==> config.mk <==
export PLATFORM = sky130hd
export DESIGN_NAME = adc_result_ctrl
export DESIGN_NICKNAME = d
export VERILOG_FILES = /design/src/rtl/adc_ctrl_pkg.sv /design/src/rtl/adc_result_ctrl.sv /design/src/rtl/result_formatter.sv /design/src/rtl/track_timer.sv
export VERILOG_INCLUDE_DIRS = /design/src /design/src/rtl
export SDC_FILE = /design/constraint.sdc
export NUM_CORES = 1
export LEC_CHECK = 0
export ABC_AREA = 1
export BUFFER_PORTS_ARGS = -buffer_cell sky130_fd_sc_hd__buf_2
export CORE_MARGIN = 10
export CORE_UTILIZATION = 25
export CTS_BUF_LIST = sky130_fd_sc_hd__clkbuf_4 sky130_fd_sc_hd__clkbuf_8
export CTS_CLUSTER_SIZE = 25
export DETAILED_ROUTE_END_ITERATION = 8
export SYNTH_ARGS = -nofsm -noshare
export SYNTH_HDL_FRONTEND = slang
export SYNTH_SLANG_ARGS = --single-unit
==> constraint.sdc <==
create_clock -name sys_clk -period 4.7 [get_ports sys_clk]
set_input_delay 0.235 -clock sys_clk [delete_from_list [all_inputs] [get_ports sys_clk]]
set_output_delay 0.235 -clock sys_clk [all_outputs]
set_load 0.1 [all_outputs]
==> src/rtl/adc_ctrl_consts.svh <==
`ifndef ADC_CTRL_CONSTS_SVH
`define ADC_CTRL_CONSTS_SVH
// register byte addresses on the bus
`define ADDR_CHANREF 12'h000
`define ADDR_CTRL_A 12'h004
`define ADDR_CTRL_B 12'h008
`define ADDR_CTRL_C 12'h00C
`define ADDR_RES_LOW 12'h010
`define ADDR_RES_HIGH 12'h014
`define ADDR_IRQ_STAT 12'h018
`define ADDR_IRQ_MASK 12'h01C
// channel_reference_reg fields
`define REF_SEL_HI 7
`define REF_SEL_LO 6
`define ALIGN_BIT 5
`define CHAN_LO_HI 4
// converter_control_a fields
`define ENABLE_BIT 7
`define START_BIT 6
`define DONE_BIT 4
`define PRESCALE_HI 2
// converter_control_b field
`define CHAN_MSB_BIT 3
// converter_control_c field
`define TRACK_HI 1
// interrupt status bits
`define IRQ_DONE 0
`define IRQ_OVERLAP 1
`define IRQ_W 2
// timing
`define CLK_MHZ 40
`define MIN_TRACK_NS 500
`define MIN_TRACK_CYC (((`MIN_TRACK_NS * `CLK_MHZ) + 999) / 1000)
`define CONV_BITS 10
`define RESULT_W 10
`define SIGN_POS 9
`endif

==> src/rtl/adc_ctrl_pkg.sv <==
package adc_ctrl_pkg;
   typedef enum logic [1:0] {
      REF_EXT_PIN,
      REF_ANALOG_SUPPLY,
      REF_INT_1V5,
      REF_INT_1V6
   } reference_t;

   typedef struct packed {
      logic left_align;
      logic differential;
      logic [9:0] code;
   } result_t;

   typedef struct packed {
      logic ext_pin;
      logic analog_supply;
      logic int_1v5;
      logic int_1v6;
   } ref_onehot_t;
endpackage

==> src/rtl/adc_result_ctrl.sv <==
// The APB interface to the registers and the register offsets are this design's own decisions.
`timescale 1ns/1ps
`include "adc_ctrl_consts.svh"
// Notes on behaviour
// - single-ended tracking never shorter than 500 ns, whatever the setting
// - two-bit tracking field adds converter clock cycles to tracking
// - differential tracking lasts half an amplifier clock period
// - result bytes updated no later than the done flag rises
// - single-ended result is unsigned 10-bit code, 0 to 0x3FF
// - differential result is 10-bit two's complement, 0x200 to 0x1FF
// - bit 9 in the high byte is the sign for differential results
// - alignment bit selects left or right layout in the byte pair
// - channel msb written first; low field write commits both
// - alignment change re-presents the stored result at once
// - reference field: ext pin, supply, 1.5 V, 1.6 V
module adc_result_ctrl #(
   parameter int PRESCALE_W = 3,
   parameter int TRACK_W = 8
) (
   // clock and reset
   input wire logic sys_clk,
   input wire logic rst_n,
   // apb slave
   input wire logic psel,
   input wire logic penable,
   input wire logic pwrite,
   input wire logic [11:0] paddr,
   input wire logic [31:0] pwdata,
   output logic [31:0] prdata,
   output logic pready,
   output logic pslverr,
   // analog core
   input wire logic comparator_in,
   input wire logic amplifier_clock,
   input wire logic differential_chan,
   output logic sample_switch,
   output logic [`CONV_BITS-1:0] dac_code,
   output logic [5:0] active_channel,
   output adc_ctrl_pkg::ref_onehot_t reference_onehot,
   output logic converting,
   // interrupt
   output logic irq
);
   typedef enum logic [1:0] {IDLE, TRACK, CONVERT} state_t;
   state_t state_q;

   logic [7:0] chanref_q, ctrl_a_q, ctrl_b_q, ctrl_c_q;
   logic [5:0] chan_act_q;
   logic done_q;
   logic [`IRQ_W-1:0] stat_q, mask_q;
   logic [PRESCALE_W-1:0] div_q;
   logic [`CONV_BITS-1:0] sar_q, trial_q;
   logic [3:0] bit_q;
   logic diff_q;
   logic [`RESULT_W-1:0] result_q;
   logic result_diff_q;
   logic cmp_s1_q, cmp_s2_q, ack_s1_q, ack_s2_q, ack_s3_q;
   logic amp_half_seen_q;

   // bus decode
   wire setup = psel && !penable;
   wire access = psel && penable;
   wire wr = access && pwrite;
   wire rd = access && !pwrite;
   wire hit_chanref = paddr == `ADDR_CHANREF;
   wire hit_a = paddr == `ADDR_CTRL_A;
   wire hit_b = paddr == `ADDR_CTRL_B;
   wire hit_c = paddr == `ADDR_CTRL_C;
   wire hit_lo = paddr == `ADDR_RES_LOW;
   wire hit_hi = paddr == `ADDR_RES_HIGH;
   wire hit_st = paddr == `ADDR_IRQ_STAT;
   wire hit_mk = paddr == `ADDR_IRQ_MASK;
   wire mapped = hit_chanref | hit_a | hit_b | hit_c | hit_lo | hit_hi |
      hit_st | hit_mk;
   wire unused_setup = setup;

   wire enabled = ctrl_a_q[`ENABLE_BIT];
   wire start_req = wr && hit_a && pwdata[`START_BIT] && pwdata[`ENABLE_BIT];

   // prescaled converter clock tick
   wire [PRESCALE_W-1:0] div_lim = ctrl_a_q[`PRESCALE_HI:0];
   wire adc_tick = div_q >= div_lim;

   // tracking length in system clocks
   wire [1:0] track_sel = ctrl_c_q[`TRACK_HI:0];
   wire [TRACK_W-1:0] prescale_cyc = TRACK_W'(div_lim) + TRACK_W'(1);
   wire [TRACK_W-1:0] sel_cyc = TRACK_W'(track_sel) * prescale_cyc;
   wire [TRACK_W-1:0] track_len = TRACK_W'(`MIN_TRACK_CYC) + sel_cyc;

   // amplifier clock synchroniser; second stage feeds the edge detect
   wire amp_fall = ack_s3_q && !ack_s2_q;
   wire amp_rise = !ack_s3_q && ack_s2_q;

   wire trk_busy, trk_done;
   track_timer #(.CW(TRACK_W)) u_track (
      .sys_clk(sys_clk),
      .rst_n(rst_n),
      .start(state_q == IDLE && start_req && !differential_chan),
      .length(track_len),
      .busy(trk_busy),
      .done(trk_done)
   );

   // differential: track from amplifier clock rise to its fall
   wire diff_track_end = diff_q && amp_half_seen_q && amp_fall;
   wire track_end = (state_q == TRACK) && (diff_q ? diff_track_end :
      trk_done);
   wire conv_last = (state_q == CONVERT) && adc_tick && (bit_q == 4'h0);
   wire [`CONV_BITS-1:0] sar_next = cmp_s2_q ? sar_q : (sar_q & ~trial_q);
   // differential output of core is offset binary; flip msb to 2s comp
   wire [`RESULT_W-1:0] final_code = diff_q ?
      {~sar_next[`SIGN_POS], sar_next[`SIGN_POS-1:0]} : sar_next;

   always_ff @(posedge sys_clk) begin
      if (!rst_n) begin
         cmp_s1_q <= 1'b0;
         cmp_s2_q <= 1'b0;
         ack_s1_q <= 1'b0;
         ack_s2_q <= 1'b0;
         ack_s3_q <= 1'b0;
      end else begin
         cmp_s1_q <= comparator_in;
         cmp_s2_q <= cmp_s1_q;
         ack_s1_q <= amplifier_clock;
         ack_s2_q <= ack_s1_q;
         ack_s3_q <= ack_s2_q;
      end
   end

   // restart at conversion start so the first trial bit gets a full tick
   // through the comparator synchroniser; prescale below 3 outruns it
   always_ff @(posedge sys_clk) begin
      if (!rst_n || state_q == IDLE || adc_tick || track_end)
         div_q <= '0;
      else
         div_q <= div_q + PRESCALE_W'(1);
   end

   always_ff @(posedge sys_clk) begin
      if (!rst_n) begin
         state_q <= IDLE;
         sar_q <= '0;
         trial_q <= '0;
         bit_q <= 4'h0;
         diff_q <= 1'b0;
         amp_half_seen_q <= 1'b0;
      end else begin
         unique case (state_q)
            IDLE: if (start_req) begin
               state_q <= TRACK;
               diff_q <= differential_chan;
               amp_half_seen_q <= 1'b0;
            end
            TRACK: begin
               if (amp_rise)
                  amp_half_seen_q <= 1'b1;
               if (track_end) begin
                  state_q <= CONVERT;
                  trial_q <= 10'h200;
                  sar_q <= 10'h200;
                  bit_q <= 4'(`CONV_BITS - 1);
               end
            end
            CONVERT: if (adc_tick) begin
               trial_q <= trial_q >> 1;
               sar_q <= sar_next | (trial_q >> 1);
               bit_q <= bit_q - 4'h1;
               if (bit_q == 4'h0)
                  state_q <= IDLE;
            end
            default: state_q <= IDLE;
         endcase
      end
   end

   // result stored at the same edge the done flag rises
   always_ff @(posedge sys_clk) begin
      if (!rst_n) begin
         result_q <= '0;
         result_diff_q <= 1'b0;
      end else if (conv_last) begin
         result_q <= final_code;
         result_diff_q <= diff_q;
      end
   end

   // registers; channel msb held in a buffer until low field write
   wire chanref_wr = wr && hit_chanref;
   always_ff @(posedge sys_clk) begin
      if (!rst_n) begin
         chanref_q <= 8'h00;
         ctrl_a_q <= 8'h00;
         ctrl_b_q <= 8'h00;
         ctrl_c_q <= 8'h00;
         chan_act_q <= 6'h00;
         mask_q <= '0;
      end else begin
         if (chanref_wr) begin
            chanref_q <= pwdata[7:0];
            chan_act_q <= {ctrl_b_q[`CHAN_MSB_BIT],
               pwdata[`CHAN_LO_HI:0]};
         end
         if (wr && hit_a)
            ctrl_a_q <= {pwdata[7], 1'b0, pwdata[5:0]};
         if (wr && hit_b)
            ctrl_b_q <= pwdata[7:0];
         if (wr && hit_c)
            ctrl_c_q <= pwdata[7:0];
         if (wr && hit_mk)
            mask_q <= pwdata[`IRQ_W-1:0];
      end
   end

   // done flag: set wins over a software clear
   wire done_clr = wr && hit_a && pwdata[`DONE_BIT];
   always_ff @(posedge sys_clk) begin
      if (!rst_n)
         done_q <= 1'b0;
      else if (conv_last)
         done_q <= 1'b1;
      else if (done_clr)
         done_q <= 1'b0;
   end

   // sticky status, cleared by a read, new events win
   wire [`IRQ_W-1:0] events = {start_req && state_q != IDLE, conv_last};
   always_ff @(posedge sys_clk) begin
      if (!rst_n)
         stat_q <= '0;
      else if (rd && hit_st)
         stat_q <= events;
      else
         stat_q <= stat_q | events;
   end

   // presented result follows the alignment bit live
   adc_ctrl_pkg::result_t res_view;
   assign res_view.left_align = chanref_q[`ALIGN_BIT];
   assign res_view.differential = result_diff_q;
   assign res_view.code = result_q;
   wire [7:0] res_lo, res_hi;
   result_formatter u_fmt (
      .res(res_view),
      .low_byte(res_lo),
      .high_byte(res_hi)
   );

   wire [7:0] ctrl_a_view = {ctrl_a_q[7], state_q != IDLE, ctrl_a_q[5],
      done_q, ctrl_a_q[3:0]};
   wire [7:0] rd_byte =
      hit_chanref ? chanref_q :
      hit_a ? ctrl_a_view :
      hit_b ? ctrl_b_q :
      hit_c ? ctrl_c_q :
      hit_lo ? res_lo :
      hit_hi ? res_hi :
      hit_st ? 8'(stat_q) :
      hit_mk ? 8'(mask_q) : 8'h00;

   assign prdata = {24'h000000, rd_byte};
   assign pready = 1'b1;
   assign pslverr = access && !mapped;

   // reference decode
   wire [1:0] ref_field = chanref_q[`REF_SEL_HI:`REF_SEL_LO];
   assign reference_onehot.ext_pin = ref_field == 2'h0;
   assign reference_onehot.analog_supply = ref_field == 2'h1;
   assign reference_onehot.int_1v5 = ref_field == 2'h2;
   assign reference_onehot.int_1v6 = ref_field == 2'h3;

   // differential: switch closed only in the amplifier clock's high half
   assign sample_switch = (state_q == TRACK) &&
      (!diff_q || amp_half_seen_q);
   assign dac_code = sar_q;
   assign active_channel = chan_act_q;
   assign converting = state_q != IDLE;
   assign irq = |(stat_q & mask_q);

   // cycles the switch has been closed, for the minimum tracking check
   logic [TRACK_W-1:0] track_seen_q;
   always_ff @(posedge sys_clk) begin
      if (!rst_n || !sample_switch)
         track_seen_q <= '0;
      else
         track_seen_q <= track_seen_q + TRACK_W'(1);
   end

   a_min_track: assert property (@(posedge sys_clk)
      disable iff (!rst_n)
      (track_end && !diff_q) |->
      track_seen_q >= TRACK_W'(`MIN_TRACK_CYC - 1))
      else $error("tracking shorter than minimum");
   a_done_result: assert property (@(posedge sys_clk)
      disable iff (!rst_n)
      $rose(done_q) |-> result_q == $past(final_code))
      else $error("result not ready with done flag");
   a_align_live: assert property (@(posedge sys_clk)
      disable iff (!rst_n)
      chanref_q[`ALIGN_BIT] |-> res_lo[5:0] == 6'h00)
      else $error("left layout low bits not zero");
   a_right_zero: assert property (@(posedge sys_clk)
      disable iff (!rst_n)
      !chanref_q[`ALIGN_BIT] |-> res_hi[7:2] == 6'h00)
      else $error("right layout upper bits not zero");
   a_chan_commit: assert property (@(posedge sys_clk)
      disable iff (!rst_n)
      chanref_wr |=> chan_act_q[5] == $past(ctrl_b_q[`CHAN_MSB_BIT]))
      else $error("channel msb not committed");
   a_diff_track: assert property (@(posedge sys_clk)
      disable iff (!rst_n)
      (state_q == TRACK && diff_q && amp_fall && amp_half_seen_q)
      |=> state_q == CONVERT)
      else $error("differential tracking not ended");
   a_ref_onehot: assert property (@(posedge sys_clk)
      disable iff (!rst_n)
      $onehot(reference_onehot))
      else $error("reference decode not one-hot");
   a_sign_bit: assert property (@(posedge sys_clk)
      disable iff (!rst_n)
      (result_diff_q && !chanref_q[`ALIGN_BIT]) |->
      res_hi[1] == result_q[`SIGN_POS])
      else $error("sign bit misplaced");
   c_conv_done: cover property (@(posedge sys_clk) $rose(done_q));
   c_diff_conv: cover property (@(posedge sys_clk) conv_last && diff_q);
   c_irq: cover property (@(posedge sys_clk) $rose(irq));
   c_overlap: cover property (@(posedge sys_clk) events[1]);
endmodule

==> src/rtl/result_formatter.sv <==
`timescale 1ns/1ps
`include "adc_ctrl_consts.svh"
module result_formatter (
   // stored result and layout
   input wire adc_ctrl_pkg::result_t res,
   // presented byte pair
   output logic [7:0] low_byte,
   output logic [7:0] high_byte
);
   wire [15:0] left_pair;
   wire [15:0] right_pair;
   wire [15:0] pair;

   // raw pattern, no sign extension in either layout
   assign left_pair = {res.code, 6'h00};
   assign right_pair = {6'h00, res.code};
   assign pair = res.left_align ? left_pair : right_pair;
   assign low_byte = pair[7:0];
   assign high_byte = pair[15:8];
endmodule

==> src/rtl/track_timer.sv <==
`timescale 1ns/1ps
`include "adc_ctrl_consts.svh"
module track_timer #(
   parameter int CW = 8
) (
   // clock and reset
   input wire logic sys_clk,
   input wire logic rst_n,
   // control
   input wire logic start,
   input wire logic [CW-1:0] length,
   // status
   output logic busy,
   output logic done
);
   logic [CW-1:0] cnt_q;
   logic busy_q;
   wire last;

   assign last = busy_q && (cnt_q <= CW'(1));
   assign busy = busy_q;
   assign done = last;

   always_ff @(posedge sys_clk) begin
      if (!rst_n) begin
         cnt_q <= '0;
         busy_q <= 1'b0;
      end else if (start) begin
         cnt_q <= length;
         busy_q <= 1'b1;
      end else if (busy_q) begin
         cnt_q <= cnt_q - CW'(1);
         busy_q <= !last;
      end
   end
endmodule

==> out/metrics.csv <==
metric,value,unit
avgSynthCellArea,6.84,um^2
ant_nets,0,
insertedDiodeCount,0,
drc_errors,0,
yosysUniqueCellTypes,37,
fin_util,28.5,%
final_common_cell,nand2_1,
ir_drop,0.110,mV
synth-seq-cells,91,
start_kind,flip-flop,
netlist_instances,735,
core,19600,um^2
rr_worst_depth,10,
final_cell_count_no_fill,1044,
worstSetupPathType,flip-flop to flip-flop,
fin_crit,2730,ps
setup_violations,0,
slowest_delay,430,ps
cp.required,5030,ps
crit_buf_inv,3,
drt-wirelength-per-cell,13.1,um
worstReg2RegEnd,result_q[4]$_SDFFE_PN0P_,
cts_setup_buffers,0,
placed_area,5400,um^2
start_util,25.7,%
outcome,"finished, final reports clean",
antenna_found_initial,0,
port_buffers,59,
slowest_stage,nand2_1,
first_iter_violations,337,
grt_max_degree,47,
die-height,162,um
skew,18.7,ps
slew_headroom,43.4,%
r2r-start,ctrl_a_q[2]$_SDFFE_PN0N_,
nets,843,
drv_cap,0,
cp_top_family,simple AND/OR/NAND/NOR gates,
nFillCells,2216,
seqCellArea,1820,um^2
grt_pass1_vias,4296,
hold_class,input port to flip-flop,
crit_chain,inv_1 -> ha_1 -> nand2_1 -> o211ai_2 -> nand2_1 -> buf_4 -> inv_2 -> nand2_1 -> or2_2 -> a21oi_1,
num_vias,4602,
die_w,162,um
wirelength,13700,um
clk_latency,400,ps
dpl.cell_count,1027,
p_leak,2.42,nW
num_rows,51,
cp.depth,10,
cts-buffers-inserted,9,
hold_viol_final,0,
finalSetupTns,0,ps
drive_gt1_share,13.0,%
synth_seq_area_share,36.2,%
cts_root_buf,clkbuf_8,
htree_levels,3,
grt_pass1_wl,22300,um
gp_congestion,0.825,
netlist_area,5030,um^2
fin_area,5590,um^2
cts.path.max_buffers,2,
tightest_slew,847,ps
clk_pin_slew,100,ps
dp.final_hpwl,10200,um
cp_max_fo,25,
die-area,26200,um^2
cts.sinks,91,
final_cell_mix,"nand2_1, inv_1, dfxtp_1",
track_usage,10.5,%
pwr_density_cell,257,nW/um^2
ff2ff_setup_slack,1970,ps
cp-endpoint,result_q[4]$_SDFFE_PN0P_,
multiInputGateArea,2540,um^2
synthToLayoutAreaGrowth,11.2,%
dr.pass1.iters,5,
avgViaCountPerCell,4.41,
crit_path_start,ctrl_a_q[2]$_SDFFE_PN0N_,
io_pins,109,
cp-end-kind,flip-flop,
ys.warnings.count,0,
grt.overflow.total,0,
drv_slew,0,
worstPathArrival,3060,ps
cts_tree,yes,
rsz0062_at_grt,no,
period_share,58.0,%
fmax,0.367,GHz
worst_hold_slack,31.5,ps
timing.critical_path.mode_cell,nand2_1,
==> repair_timing <==
action	in CTS	in global routing
hold buffers	1	0
endpoints found under the setup margin	0	0
hold endpoints to repair	1	0
gates resized for setup	0	0
==> sequential cells by signal, summed over array words and instances (netlist names), 3 cells and up <==
name / flops
bit_q: 4
chanref_q: 8
ctrl_a_q: 6
ctrl_b_q: 8
ctrl_c_q: 8
dac_code: 10
div_q: 3
result_q: 10
trial_q: 10
u_track.cnt_q: 8
==> per-layer routing <==
layer	global-route usage, %	share of wire, %	wire length (um)	vias to the layer above
li1	-	-	-	2399
met1	13.5	46	6320	2067
met2	15.7	43	5940	126
met3	3.97	9.2	1260	10
met4	3.35	1.3	177	0
met5	0	0	0	-
==> worst min path at each step <==
| stage | from | endpoint | cells past startpoint |
|---|---|---|---|
| floorplan | amplifier_clock | ack_s1_q$_SDFF_PN0_ | 2 |
| global placement | cmp_s1_q$_SDFF_PN0_ | cmp_s2_q$_SDFF_PN0_ | 2 |
| detailed placement | ack_s1_q$_SDFF_PN0_ | ack_s2_q$_SDFF_PN0_ | 2 |
| CTS | amplifier_clock | ack_s1_q$_SDFF_PN0_ | 3 |
| global route | amplifier_clock | ack_s1_q$_SDFF_PN0_ | 3 |
| finish | amplifier_clock | ack_s1_q$_SDFF_PN0_ | 3 |
==> cell families (layout without fill, tap and decap cells) <==
group / after synthesis / after routing / synth area share [%]
simple gates: 299 / 299 / 26.3
buf+inv: 161 / 182 / 14.9
compound gates: 155 / 155 / 16.3
flops: 91 / 91 / 36.2
fa+ha+maj: 17 / 17 / 4.38
xor+xnor: 10 / 10 / 1.74
other cells: 2 / 25 / 0.149
==> report_power, final <==
group | internal (mW) | switching (mW)
clock network | 0.200 | 0.321
registers | 0.772 | 0.00136
logic | 0.0155 | 0.128
==> worst register-to-register path: stages, from the launching register on <==
cell      delay, ps
dfxtp_1         380
inv_1           110
ha_1            330
nand2_1          70
o211ai_2        180
nand2_1          80
buf_4           220
inv_2           330
nand2_1         440
or2_2           420
a21oi_1         120
==> synth_stat cells, drive strengths merged <==
library cell    n  area (um^2)
nand2         140          533
inv           103          387
dfxtp          91         1820
a21oi          83          415
nor2           74          310
nand3          58          303
o21ai          57          289
buf            40          294
clkbuf         17         63.8
ha             16          200
nand4          13         96.3
or2             6         37.5
xnor2           6         52.6
nor3            5         25.0
o211ai          4         35.0
o22ai           4         25.0
xor2            4         35.0
o31ai           3         22.5
a211oi          2         15.0
conb            2         7.51
a22o            1         8.76
a31oi           1         6.26
and2            1         6.26
clkinv          1         3.75
fa              1         20.0
nor2b           1         6.26
nor4            1         6.26
==> cell type report <==
type / count / share of cell area (%)
Clock buffer: 9 / 2.22
Clock inverter: 7 / 1.05
Inverter: 104 / 6.98
Multi-Input combinational cell: 506 / 45.5
Sequential cell: 91 / 32.6
Tap cell: 265 / 5.93
Timing Repair Buffer: 62 / 5.73
==> per-stage QoR <==
| stage | setup WS (ps) | power (mW) |
|---|---|---|
| after CTS | 1940 | 1.45 |
| final | 1970 | 1.44 |
| after floorplan | 685 | 0.923 |
| after global routing | 1670 | 1.50 |
| after global placement | 2000 | 0.933 |
| after detailed placement | 1970 | 0.934 |
No activity file was read; power rests on OpenSTA's default activity.
